**config.mk**
```make
export PLATFORM = sky130hd
export DESIGN_NAME = event_ctrl
export DESIGN_NICKNAME = d
export VERILOG_FILES = /design/src/logic/event_ctrl.v /design/src/logic/periph_router.v /design/src/logic/rise_detect.v
export VERILOG_INCLUDE_DIRS = /design/src /design/src/logic
export SDC_FILE = /design/constraint.sdc
export NUM_CORES = 1
export LEC_CHECK = 0
export BUFFER_PORTS_ARGS = -buffer_cell sky130_fd_sc_hd__buf_4
export CELL_PAD_IN_SITES_DETAIL_PLACEMENT = 1
export CELL_PAD_IN_SITES_GLOBAL_PLACEMENT = 2
export CORE_MARGIN = 1.5
export CORE_UTILIZATION = 30
export DETAILED_ROUTE_END_ITERATION = 8
export PLACE_DENSITY_LB_ADDON = 0.1
export RECOVER_POWER = 50
export SLEW_MARGIN = 0
export SYNTH_ARGS = -nofsm -noshare
export SYNTH_HDL_FRONTEND = slang
export SYNTH_SLANG_ARGS = --single-unit
```
**constraint.sdc**
```tcl
create_clock -name pclk -period 4.79 [get_ports pclk]
set_input_delay 0.479 -clock pclk [delete_from_list [all_inputs] [get_ports pclk]]
set_output_delay 0.479 -clock pclk [all_outputs]
set_load 0.02 [all_outputs]
```
**src/logic/event_map.vh**
```
// register offsets, field layout and reset values of the event controller
`ifndef EVENT_MAP_VH
`define EVENT_MAP_VH

// ---------------------------------------------------------------
// register byte offsets
// ---------------------------------------------------------------
`define OFF_LATCH       12'h000
`define OFF_MASK        12'h004
`define OFF_PENDING     12'h008
`define OFF_CONTROL     12'h00c
`define OFF_PSTATUS_0   12'h010
`define OFF_PSTATUS_1   12'h014
`define OFF_PMASK_0     12'h018
`define OFF_PMASK_1     12'h01c
`define OFF_ROUTE_0     12'h020
`define OFF_ROUTE_6     12'h038

// ---------------------------------------------------------------
// field layout
// ---------------------------------------------------------------
`define NUM_EVENTS      16
`define NUM_PERIPH      56
`define NUM_GP          7
`define GP_FIRST        7
`define GP_GATE_MASK    16'hff80
`define CTRL_GIE_BIT    0
`define ROUTE_FIELD_W   4
`define ROUTE_PER_REG   8

// ---------------------------------------------------------------
// reset values
// ---------------------------------------------------------------
`define RST_LATCH       16'h0000
`define RST_MASK        16'h0000
`define RST_PENDING     16'h0000
`define RST_PMASK       32'h00000000
`define RST_ROUTE_0     32'h00000000
`define RST_ROUTE_1     32'h11000000
`define RST_ROUTE_2     32'h33332222
`define RST_ROUTE_3     32'h44444433
`define RST_ROUTE_4     32'h55555555
`define RST_ROUTE_5     32'h06666655
`define RST_ROUTE_6     32'h33333000

`endif

```
**src/logic/event_ctrl.v**
```verilog
// core event latch, mask and pending logic with peripheral routing stage
//
// Contract
// - three 16-bit registers latch, mask and pending, one bit per event
// - latch bit sets when the event has been captured
// - latch bit clears by itself once the event is accepted
// - latch writes only affect bits whose mask bit is clear
// - mask bit one lets the event be serviced when asserted
// - mask bit zero blocks service but the event still latches
// - mask register read and write only in supervisor mode
// - global enable set and cleared by instructions, gates general-purpose levels
// - pending holds every active or nested event
// - pending changed only by hardware, readable in supervisor mode
// - reset routes peripherals 0 to 13 to level 7
// - reset routes 14 and 15 to level 8, 16 to 19 to level 9
// - reset routes peripherals 20 to 25 to level 10
// - reset routes peripherals 26 to 31 to level 11
// - reset routes 32 to 41 to level 12, 42 to 46 to level 13
// - reset routes 47 to 50 to level 7, 51 to 55 to level 10
// - peripherals 0 to 31 use mask and status 0, 32 to 55 use set 1
// - seven assignment registers, eight peripheral fields each, from register 0
// - latch sets two cycles after a rising edge, clears when pending sets
// - rising edge to pending takes at least three cycles
// - status bit reads one while its peripheral requests
// - software rewrites routing through the assignment registers
`include "event_map.vh"

module event_ctrl (
   input  wire        pclk,
   input  wire        presetn,
   input  wire        pce,
   input  wire        psel,
   input  wire        penable,
   input  wire        pwrite,
   input  wire [11:0] paddr,
   input  wire [31:0] pwdata,
   output reg  [31:0] prdata,
   output reg         pready,
   output reg         pslverr,
   input  wire [55:0] periph_irq,
   input  wire [15:0] core_event_in,
   input  wire        supervisor,
   input  wire        global_irq_enable_instr,
   input  wire        global_irq_disable_instr,
   input  wire        core_ready,
   input  wire [15:0] event_return,
   output reg         service_valid,
   output reg  [3:0]  service_id,
   output reg  [15:0] event_pending,
   output reg         global_irq_enable
);

   // ---------------------------------------------------------------
   // functions
   // ---------------------------------------------------------------
   // index of the highest-priority (lowest-numbered) set bit, 16 if none
   function [4:0] first_set;
      input [15:0] vec;
      integer k;
      begin
         first_set = 5'h10;
         for (k = 15; k >= 0; k = k - 1) begin
            if (vec[k]) begin
               first_set = k[4:0];
            end
         end
      end
   endfunction

   // one-hot from index, zero when index is 16
   function [15:0] onehot;
      input [4:0] idx;
      begin
         onehot = 16'h0000;
         if (!idx[4]) begin
            onehot[idx[3:0]] = 1'b1;
         end
      end
   endfunction

   // ---------------------------------------------------------------
   // state
   // ---------------------------------------------------------------
   reg  [15:0]  latch_reg;
   reg  [15:0]  mask_reg;
   reg  [15:0]  pend_reg;
   reg  [55:0]  irq_meta_reg;
   reg  [55:0]  irq_sync_reg;
   reg  [31:0]  pmask0_reg;
   reg  [31:0]  pmask1_reg;
   reg  [223:0] route_reg;

   reg  [15:0]  latch_next;
   reg  [15:0]  pend_next;
   reg  [31:0]  rdata_next;
   reg          err_next;

   wire [6:0]   gp_req;
   wire [15:0]  rise;
   wire [15:0]  level_all;
   wire [15:0]  eligible;
   wire [4:0]   cand_idx;
   wire [4:0]   top_idx;
   wire         take;
   wire [15:0]  pend_set;
   wire         setup;
   wire         access;
   wire         wr_ok;
   wire [2:0]   route_sel;
   wire         route_hit;
   wire [11:0]  route_off;
   wire [15:0]  gate;
   wire         wr_latch;
   wire         wr_mask;
   wire         wr_pmask0;
   wire         wr_pmask1;
   wire         wr_route;

   // ---------------------------------------------------------------
   // peripheral pin synchroniser
   // ---------------------------------------------------------------
   always @(posedge pclk or negedge presetn) begin
      if (!presetn) begin
         irq_meta_reg <= 56'h00000000000000;
         irq_sync_reg <= 56'h00000000000000;
      end else if (pce) begin
         irq_meta_reg <= periph_irq;
         irq_sync_reg <= irq_meta_reg;
      end
   end

   // ---------------------------------------------------------------
   // routing stage
   // ---------------------------------------------------------------
   periph_router u_router (
      .periph_level (irq_sync_reg),
      .periph_mask  ({pmask1_reg[23:0], pmask0_reg}),
      .route_fields (route_reg),
      .gp_req       (gp_req)
   );

   assign level_all = core_event_in | {2'b00, gp_req, 7'h00};

   rise_detect u_rise (
      .pclk     (pclk),
      .presetn  (presetn),
      .pce      (pce),
      .level_in (level_all),
      .rise_q   (rise)
   );

   // ---------------------------------------------------------------
   // service selection
   // ---------------------------------------------------------------
   // masked events stay latched but are never picked
   assign gate     = global_irq_enable ? 16'hffff : ~`GP_GATE_MASK;
   assign eligible = latch_reg & mask_reg & gate;
   assign cand_idx = first_set(eligible);
   assign top_idx  = first_set(pend_reg);
   // a new event nests only above every active one
   assign take     = core_ready && !cand_idx[4] && (cand_idx < top_idx);
   assign pend_set = take ? onehot(cand_idx) : 16'h0000;

   // ---------------------------------------------------------------
   // bus phases and decode
   // ---------------------------------------------------------------
   assign setup     = psel && !penable;
   assign access    = psel && penable && pready;
   assign wr_ok     = access && pwrite && !pslverr;
   assign route_off = paddr - `OFF_ROUTE_0;
   assign route_hit = (paddr >= `OFF_ROUTE_0) && (paddr <= `OFF_ROUTE_6)
                      && (paddr[1:0] == 2'b00);
   assign route_sel = route_off[4:2];

   // ---------------------------------------------------------------
   // write strobes, only for accepted transfers
   // ---------------------------------------------------------------
   assign wr_latch  = wr_ok && (paddr == `OFF_LATCH);
   assign wr_mask   = wr_ok && (paddr == `OFF_MASK);
   assign wr_pmask0 = wr_ok && (paddr == `OFF_PMASK_0);
   assign wr_pmask1 = wr_ok && (paddr == `OFF_PMASK_1);
   assign wr_route  = wr_ok && route_hit;

   always @* begin
      rdata_next = 32'h00000000;
      err_next   = 1'b0;
      if (paddr == `OFF_LATCH) begin
         rdata_next = {16'h0000, latch_reg};
      end else if (paddr == `OFF_MASK) begin
         if (supervisor) begin
            rdata_next = {16'h0000, mask_reg};
         end else begin
            err_next = 1'b1;
         end
      end else if (paddr == `OFF_PENDING) begin
         if (supervisor && !pwrite) begin
            rdata_next = {16'h0000, pend_reg};
         end else begin
            err_next = 1'b1;
         end
      end else if (paddr == `OFF_CONTROL) begin
         rdata_next = {31'h00000000, global_irq_enable};
         err_next   = pwrite;
      end else if (paddr == `OFF_PSTATUS_0) begin
         rdata_next = irq_sync_reg[31:0];
         err_next   = pwrite;
      end else if (paddr == `OFF_PSTATUS_1) begin
         rdata_next = {8'h00, irq_sync_reg[55:32]};
         err_next   = pwrite;
      end else if (paddr == `OFF_PMASK_0) begin
         rdata_next = pmask0_reg;
      end else if (paddr == `OFF_PMASK_1) begin
         rdata_next = pmask1_reg;
      end else if (route_hit) begin
         rdata_next = route_reg[route_sel*32 +: 32];
      end else begin
         err_next = 1'b1;
      end
   end

   // ---------------------------------------------------------------
   // bus answer, zero wait states
   // ---------------------------------------------------------------
   always @(posedge pclk or negedge presetn) begin
      if (!presetn) begin
         pready  <= 1'b0;
         pslverr <= 1'b0;
         prdata  <= 32'h00000000;
      end else if (pce) begin
         pready  <= setup;
         pslverr <= setup && err_next;
         if (setup && !pwrite) begin
            prdata <= rdata_next;
         end else if (access) begin
            prdata <= 32'h00000000;
         end
      end
   end

   // ---------------------------------------------------------------
   // latch and pending next state
   // ---------------------------------------------------------------
   always @* begin
      latch_next = latch_reg;
      if (wr_latch) begin
         latch_next = (latch_reg & mask_reg) | (pwdata[15:0] & ~mask_reg);
      end
      latch_next = latch_next & ~pend_set;
      latch_next = latch_next | rise;
      pend_next  = (pend_reg & ~event_return) | pend_set;
   end

   // ---------------------------------------------------------------
   // latch register
   // ---------------------------------------------------------------
   always @(posedge pclk or negedge presetn) begin
      if (!presetn) begin
         latch_reg <= `RST_LATCH;
      end else if (pce) begin
         latch_reg <= latch_next;
      end
   end

   // ---------------------------------------------------------------
   // pending register
   // ---------------------------------------------------------------
   always @(posedge pclk or negedge presetn) begin
      if (!presetn) begin
         pend_reg <= `RST_PENDING;
      end else if (pce) begin
         pend_reg <= pend_next;
      end
   end

   // ---------------------------------------------------------------
   // mask register, written only through an accepted transfer
   // ---------------------------------------------------------------
   always @(posedge pclk or negedge presetn) begin
      if (!presetn) begin
         mask_reg <= `RST_MASK;
      end else if (pce && wr_mask) begin
         mask_reg <= pwdata[15:0];
      end
   end

   // ---------------------------------------------------------------
   // global enable
   // ---------------------------------------------------------------
   always @(posedge pclk or negedge presetn) begin
      if (!presetn) begin
         global_irq_enable <= 1'b0;
      end else if (pce) begin
         if (global_irq_enable_instr) begin
            global_irq_enable <= 1'b1;
         end else if (global_irq_disable_instr) begin
            global_irq_enable <= 1'b0;
         end
      end
   end

   // ---------------------------------------------------------------
   // peripheral mask and assignment registers
   // ---------------------------------------------------------------
   always @(posedge pclk or negedge presetn) begin
      if (!presetn) begin
         pmask0_reg <= `RST_PMASK;
         pmask1_reg <= `RST_PMASK;
         route_reg  <= {`RST_ROUTE_6,
                        `RST_ROUTE_5,
                        `RST_ROUTE_4,
                        `RST_ROUTE_3,
                        `RST_ROUTE_2,
                        `RST_ROUTE_1,
                        `RST_ROUTE_0};
      end else if (pce) begin
         if (wr_pmask0) begin
            pmask0_reg <= pwdata;
         end
         if (wr_pmask1) begin
            pmask1_reg <= {8'h00, pwdata[23:0]};
         end
         if (wr_route) begin
            route_reg[route_sel*32 +: 32] <= pwdata;
         end
      end
   end

   // ---------------------------------------------------------------
   // outputs to the core
   // ---------------------------------------------------------------
   always @(posedge pclk or negedge presetn) begin
      if (!presetn) begin
         service_valid <= 1'b0;
         service_id    <= 4'h0;
         event_pending <= `RST_PENDING;
      end else if (pce) begin
         service_valid <= take;
         service_id    <= cand_idx[3:0];
         event_pending <= pend_next;
      end
   end

endmodule

```
**src/logic/periph_router.v**
```verilog
// routes peripheral requests onto the seven general-purpose levels
`include "event_map.vh"

module periph_router (
   input  wire [55:0]  periph_level,
   input  wire [55:0]  periph_mask,
   input  wire [223:0] route_fields,
   output reg  [6:0]   gp_req
);

   integer i;
   reg [3:0] field;

   // ---------------------------------------------------------------
   // mask then or into the assigned level
   // ---------------------------------------------------------------
   always @* begin
      gp_req = 7'h00;
      field  = 4'h0;
      for (i = 0; i < `NUM_PERIPH; i = i + 1) begin
         field = route_fields[i*`ROUTE_FIELD_W +: `ROUTE_FIELD_W];
         if (periph_level[i] && periph_mask[i] && field < 4'h7) begin
            gp_req[field[2:0]] = 1'b1;
         end
      end
   end

endmodule

```
**src/logic/rise_detect.v**
```verilog
// registered rising-edge detector for event request levels
module rise_detect (
   input  wire        pclk,
   input  wire        presetn,
   input  wire        pce,
   input  wire [15:0] level_in,
   output reg  [15:0] rise_q
);

   reg [15:0] prev_reg;

   // ---------------------------------------------------------------
   // edge detect, one register stage
   // ---------------------------------------------------------------
   always @(posedge pclk or negedge presetn) begin
      if (!presetn) begin
         prev_reg <= 16'h0000;
         rise_q   <= 16'h0000;
      end else if (pce) begin
         prev_reg <= level_in;
         rise_q   <= level_in & ~prev_reg;
      end
   end

endmodule
```
Word level (Yosys, flattened, before mapping)

Index checks and enable logic that the tools add are counted.

Add/subtract/negate cells: 2
$lt $le $gt $ge: 173
Equal/unequal tests: 7
Shift operators: 3
Multiplexer cells: 233
Bitwise logic cells: 69
Reductions and logical operators: 200

Operator list:

| kind                                                        | number |
|---|---|
| 2-to-1 mux 7 bit                                            | 56 |
| OR 7 bit                                                    | 55 |
| 2-to-1 mux 32 bit                                           | 11 |
| bitwise mux 224 bit                                         | 1 |
| less-than comparator 3 x 4 -> 1 bit (second input constant) | 56 |
| less-than comparator 4 x 3 -> 1 bit (second input constant) | 56 |
| variable shift 32 x 34 -> 224 bit (first input constant)    | 1 |
| variable part select 224 x 9 -> 32 bit                      | 1 |
| variable part select 32 x 34 -> 224 bit                     | 1 |
| logical AND 1 bit                                           | 187 |
| demux 1 bit (select 3 bit)                                  | 56 |
| >= comparator 3 x 1 -> 1 bit (second input constant)        | 56 |
| 2-to-1 mux 5 bit                                            | 32 |
| bitwise AND 16 bit                                          | 6 |
| 2-to-1 mux 16 bit                                           | 6 |
| 2-to-1 mux 1 bit                                            | 70 |
| NOT 16 bit                                                  | 4 |
| == test 12 x 5 -> 1 bit (second input constant)             | 4 |
| OR 16 bit                                                   | 3 |
| negator 8 -> 34 bit                                         | 1 |
| == test 12 x 4 -> 1 bit (second input constant)             | 2 |
| OR 16 x 14 -> 16 bit                                        | 1 |
| == test 12 x 3 -> 1 bit (second input constant)             | 1 |
| >= comparator 12 x 6 -> 1 bit (second input constant)       | 1 |
| other kinds (11)                                            | 19 |

Flip-flop bits (word level): 512
Bits of input ports: 142
Output and inout bits: 56
Logic and storage cells: 703

Depth between registers and ports, before layout

Depth after elaboration: 117
Mapped depth: 14
Depth with buffers taken out: 12

Modules after synthesis

A second synthesis with hierarchy kept.

Cell total of the unflattened synthesis: 2,726
Area, all modules: 28,355.9 um^2

By module, submodules not included:

| module        | times used | cells an instance | area an instance (um^2) | seq. area each (um^2) |
|---|---|---|---|---|
| event_ctrl    | 1          | 1,864             | 22,469.0                | 12,091.6 |
| periph_router | 1          | 761               | 4,590.7                 | 0.0 |
| rise_detect   | 1          | 101               | 1,296.2                 | 800.8 |

Worst setup path after synthesis

Ideal clock, no wire load.

Path type: reg-to-reg
Start point: reg mask_reg[7]
End point: reg latch_reg[8]
Setup time: 0.129 ns
Data arrival time: 3.573 ns
Data required time: 4.661 ns
Setup slack: 1.088 ns
Cell stages (with the launch flop): 15
Buffers on the path: 2
Period minus slack after synthesis: 3.702 ns
Cell sequence: dfrtp_1 > clkbuf_1 > a32o_1 > o31ai_1 > a21oi_1 > o21ai_1 > inv_1 > clkbuf_1 > ha_1 > and4_1 > a2111oi_1 > nand2_1 > or3_1 > a211o_1 > o41a_1

Longest elaborated chain between the ends: 19
Elaborated cells between the ends (all ways): 24
Those cells by class: 3 x order compare; 12 x mux; 5 x bitwise; 4 x reduce/logical

Ends and longest elaborated chain:

| item                                                                                                             | line             | source |
|---|---|---|
| start, declared                                                                                                  | event_ctrl.v:85  | `reg [15:0] mask_reg;` |
| start signal, assigned                                                                                           | event_ctrl.v:280 | `` mask_reg <= `RST_MASK; `` |
| start signal, assigned                                                                                           | event_ctrl.v:282 | `mask_reg <= pwdata[15:0];` |
| bitwise AND 16 bit * (2 in a row)                                                                                | event_ctrl.v:157 | `assign eligible = latch_reg & mask_reg & gate;` |
| 2-to-1 mux 5 bit * (8 in a row)                                                                                  | event_ctrl.v:63  | `if (vec[k]) begin` |
| named net cand_idx[1]                                                                                            | event_ctrl.v:102 | `wire [4:0] cand_idx;` |
| less-than comparator 4 x 5 -> 1 bit (not written as such) / >= comparator 4 x 1 -> 1 bit (equally long branches) | event_ctrl.v:76  | `onehot[idx[3:0]] = 1'b1;` |
| logical AND 1 bit (not written as such)                                                                          | event_ctrl.v:76  |  |
| 2-to-1 mux 1 bit (not written as such)                                                                           | event_ctrl.v:76  |  |
| demux 1 bit (select 4 bit)                                                                                       | event_ctrl.v:76  |  |
| 2-to-1 mux 16 bit                                                                                                | event_ctrl.v:75  | `if (!idx[4]) begin` |
| 2-to-1 mux 16 bit *                                                                                              | event_ctrl.v:162 | `assign pend_set = take ? onehot(cand_idx) : 16'h0000;` |
| NOT 16 bit *                                                                                                     | event_ctrl.v:248 | `latch_next = latch_next & ~pend_set;` |
| bitwise AND 16 bit *                                                                                             | event_ctrl.v:248 |  |
| OR 16 bit *                                                                                                      | event_ctrl.v:249 | `latch_next = latch_next \| rise;` |
| end signal, assigned                                                                                             | event_ctrl.v:258 | `` latch_reg <= `RST_LATCH; `` |
| end signal, assigned                                                                                             | event_ctrl.v:260 | `latch_reg <= latch_next;` |
| end, declared                                                                                                    | event_ctrl.v:84  | `reg [15:0] latch_reg;` |

Mark *: on every way through the listed nets, which the timed path passes. The rest lies on a longest branch.
A chain may end at the register's enable or synchronous reset.

Final worst setup path

Start point: reg mask_reg[8]
End point: reg latch_reg[8]

Longest elaborated chain between the ends: 20
Elaborated cells between the ends (all ways): 29
Those cells by class: 3 x order compare; 14 x mux; 8 x bitwise; 4 x reduce/logical

Ends and longest elaborated chain:

| item                                                                                                             | line |
|---|---|
| bitwise AND 16 bit * (2 in a row)                                                                                | event_ctrl.v:157 |
| 2-to-1 mux 5 bit * (9 in a row)                                                                                  | event_ctrl.v:63 |
| named net cand_idx[2]                                                                                            | event_ctrl.v:102 |
| less-than comparator 4 x 5 -> 1 bit (not written as such) / >= comparator 4 x 1 -> 1 bit (equally long branches) | event_ctrl.v:76 |
| logical AND 1 bit (not written as such)                                                                          | event_ctrl.v:76 |
| 2-to-1 mux 1 bit (not written as such)                                                                           | event_ctrl.v:76 |
| demux 1 bit (select 4 bit)                                                                                       | event_ctrl.v:76 |
| 2-to-1 mux 16 bit                                                                                                | event_ctrl.v:75 |
| 2-to-1 mux 16 bit *                                                                                              | event_ctrl.v:162 |
| NOT 16 bit *                                                                                                     | event_ctrl.v:248 |
| bitwise AND 16 bit *                                                                                             | event_ctrl.v:248 |
| OR 16 bit *                                                                                                      | event_ctrl.v:249 |

Marked as above.

==> results.cfg <==
[setup_path]
r2r-end = latch_reg[8]$_DFFE_PN0P_
crit_required_ns = 5.36
path_class = reg2reg
path_delay_family = compound AO/OA/AOI/OAI gates
max_stage_delay_ns = 0.83
crit_arrival_ns = 4.92
cp-end-kind = flop
r2r_start = mask_reg[8]$_DFFE_PN0P_
crit_buf_inv = 0
reg2regPathDepth = 10
crit_path_start_kind = flop
r2r_slack_ns = 0.43
crit_chain = a22o_1 > a2111oi_0 > o21a_1 > ha_1 > and4_1 > a2111oi_1 > nand2_1 > or3_1 > a211o_1 > o41a_1
crit_fanout = 8
crit_slowest_cell = a2111oi_0

[timing]
setup_viol = 0
finalHoldViolations = 0
timing.slew.headroom_pct = -134
worst_pin_slew_ns = 3.51
slew_violations = 162
skew_ns = 0.0613
layout_setup_ws_ns = 0.433
fin_setup_tns_ns = 0
rsz0062_at_grt = false
fin_crit_ns = 4.36
whs_ns = 0.0333
max_freq_ghz = 0.230
finalCritPeriodShare_pct = 91.0

[routing]
drt-met1-wl_mm = 80.0
drtPass1Iterations = 6
drc = 0
routedWlPerCell_um = 39.0
drt_wl_total_mm = 176
highest_layer = met5
drt_iter0_drc = 2806
ant_nets = 0
route.met2.wl_mm = 78.0
avgViaCountPerCell = 6.15
wl_met3_mm = 11.1
vias = 27700

[die]
die_w_um = 311
core_area_um2 = 93700
start_util_pct = 30.4
floorplan.die.height_um = 311
io_pins = 198
die-area_um2 = 97000
rows = 112

[pwr]
p_sw_share_pct = 28.0
p_per_area_nw_per_um2 = 314
clock_power_share_pct = 45.9
p_int_mw = 7.77
pwr-share-comb_pct = 9.3
power_mw = 10.8
vdd_drop_max_v = 0.000265
leakage_nw = 13.5
power_switching_mw = 3.02
p_seq_share_pct = 44.8

[clocking]
cts_buffers = 60
htree_levels = 2
cts_tree = built
root_buffer = clkbuf_16
cts_resized = 0
cts.reportedPaths.clkPinSlew_ns = 0.06
clkLatencyLatePin_ns = 0.71
cts.sinks = 512
clk_path_buf_depth = 3

[logic_synthesis]
yosys_warnings = 0
syn_inst = 2970
yosys-top-cells-count = 448 x dfrtp_1, 405 x nand2_1, 243 x mux2_2
avgSynthCellArea_um2 = 9.61
synth_top_area_share_pct = 39.3
synthFlopType = dfrtp_1
seq_area_frac_synth_pct = 45.2
synth-edff-count = 0
synth.ff_latch_count = 512
synth_top_cells_by_area = dfrtp_1 39%, mux2_2 9.6%, dfstp_2 5.9%, nand2_1 5.3%, o21ai_0 3.4%
syn_area_um2 = 28500
synth_cell_types = 73
yosysMostFrequentCell = dfrtp_1
async_flop_share_pct = 100
synth_top_area_cell = dfrtp_1
synth_fp_nets = 3121

[placed_design]
dpl.hpwl_mm = 139
place_area_um2 = 31700
gp_congestion = 1.01
pre_cts_slack_ns = 0.594
dp.cells = 4327
portBuffers = 197

[hold_path]
worstHoldPathType = in2reg
hold_depth = 2
hold-path-endpoint = irq_meta_reg[28]$_DFFE_PN0P_
worstHoldStart = periph_irq[28]

[global_route]
grt_pass1_wl_mm = 240
grt_max_degree = 136
overflow = 0
antenna_found_initial = 17
grt_util_all_layers_pct = 35.7
grt_pass1_vias = 27500

[final_layout]
post-route-util_pct = 36.6
final_nets = 3336
area_growth_pct = 20.3
fin_area_um2 = 34300
fin_cells = 4499
fill_cells = 10500
drive_above_1_share_pct = 23.6
largest_reg_flops = 224

[flow_run]
maxCapViolCount = 4

[status]
violations = capacitance limit, slew limit
status = complete, but fails checks
[worst reg2reg max path, stage by stage, from the launching register on]
cell and delay, ns:
dfrtp_1 0.46, a22o_1 0.25, a2111oi_0 0.83, o21a_1 0.24, ha_1 0.25, and4_1 0.19
a2111oi_1 0.65, nand2_1 0.21, or3_1 0.36, a211o_1 0.41, o41a_1 0.38
[timing repair]
item	4_1_cts	5_1_grt
hold buffers	50	0
buffers inserted	0	0
hold endpoints to repair	96	0
[cell usage in the layout, fill, tap and decap left out, drive strengths merged, types with 35 or more instances in the layout]
master,n
a211oi,35
a21oi,127
a22oi,36
buf,271
clkbuf,95
dfrtp,448
dfstp,64
dlygate4sd3,50
inv,68
mux2,273
nand2,405
nand2b,70
nand3,57
nand4b,53
nor2,163
nor3,143
nor4,79
o21ai,237
o22ai,89
[per-layer routing]
layer,global-route usage [%],vias up
met5,0,-
li1,-,11500
met2,54.5,1161
met4,12.5,10
met1,51.0,14700
met3,5.36,231
[logic make-up (layout without fill, tap and decap cells)]
group,count (synthesis),after routing,synth area share [%]
AO/OA/AOI/OAI,693,693,15.3
adder cells (fa/ha/maj),9,9,0.395
buffers and inverters,249,515,3.36
flip-flops,512,512,45.2
multiplexers,319,319,13.8
other,0,9,0
AND/OR/NAND/NOR,1188,1188,21.9
[cell type report]
| type | count | area (um^2) | share of cell area, % |
|---|---|---|---|
| flip-flops and latches | 512 | 12900 | 37.6 |
| repair buffers | 334 | 2680 | 7.81 |
| diodes | 9 | 22.5 | 0.0656 |
| clock inverters | 30 | 398 | 1.16 |
| inverters | 68 | 255 | 0.744 |
| clock buffers | 83 | 1720 | 5.01 |
| multi-input cells | 2209 | 14800 | 43.1 |
| well taps | 1254 | 1570 | 4.57 |
[how the worst max path moves through the flow]
stage / cells past startpoint / to / start
finish: 10 / latch_reg[8]$_DFFE_PN0P_ / mask_reg[8]$_DFFE_PN0P_
global route: 3 / route_reg[1]$_DFFE_PN0P_ / presetn
CTS: 10 / latch_reg[8]$_DFFE_PN0P_ / mask_reg[8]$_DFFE_PN0P_
detailed placement: 10 / latch_reg[8]$_DFFE_PN0P_ / mask_reg[8]$_DFFE_PN0P_
global placement: 10 / latch_reg[8]$_DFFE_PN0P_ / mask_reg[8]$_DFFE_PN0P_
floorplan: 14 / latch_reg[8]$_DFFE_PN0P_ / mask_reg[7]$_DFFE_PN0P_
[power by group through the flow]
stage                     Sequential [mW]  Combinational [mW]  Clock, mW
after floorplan                      4.70               0.413          0
after global placement               4.90               0.941          0
after detailed placement             4.91               0.962          0
after CTS                            4.83                1.00       5.05
after global routing                 4.84                1.06       5.22
final                                4.83                1.00       4.95
Power figures use the tool's default switching activity.
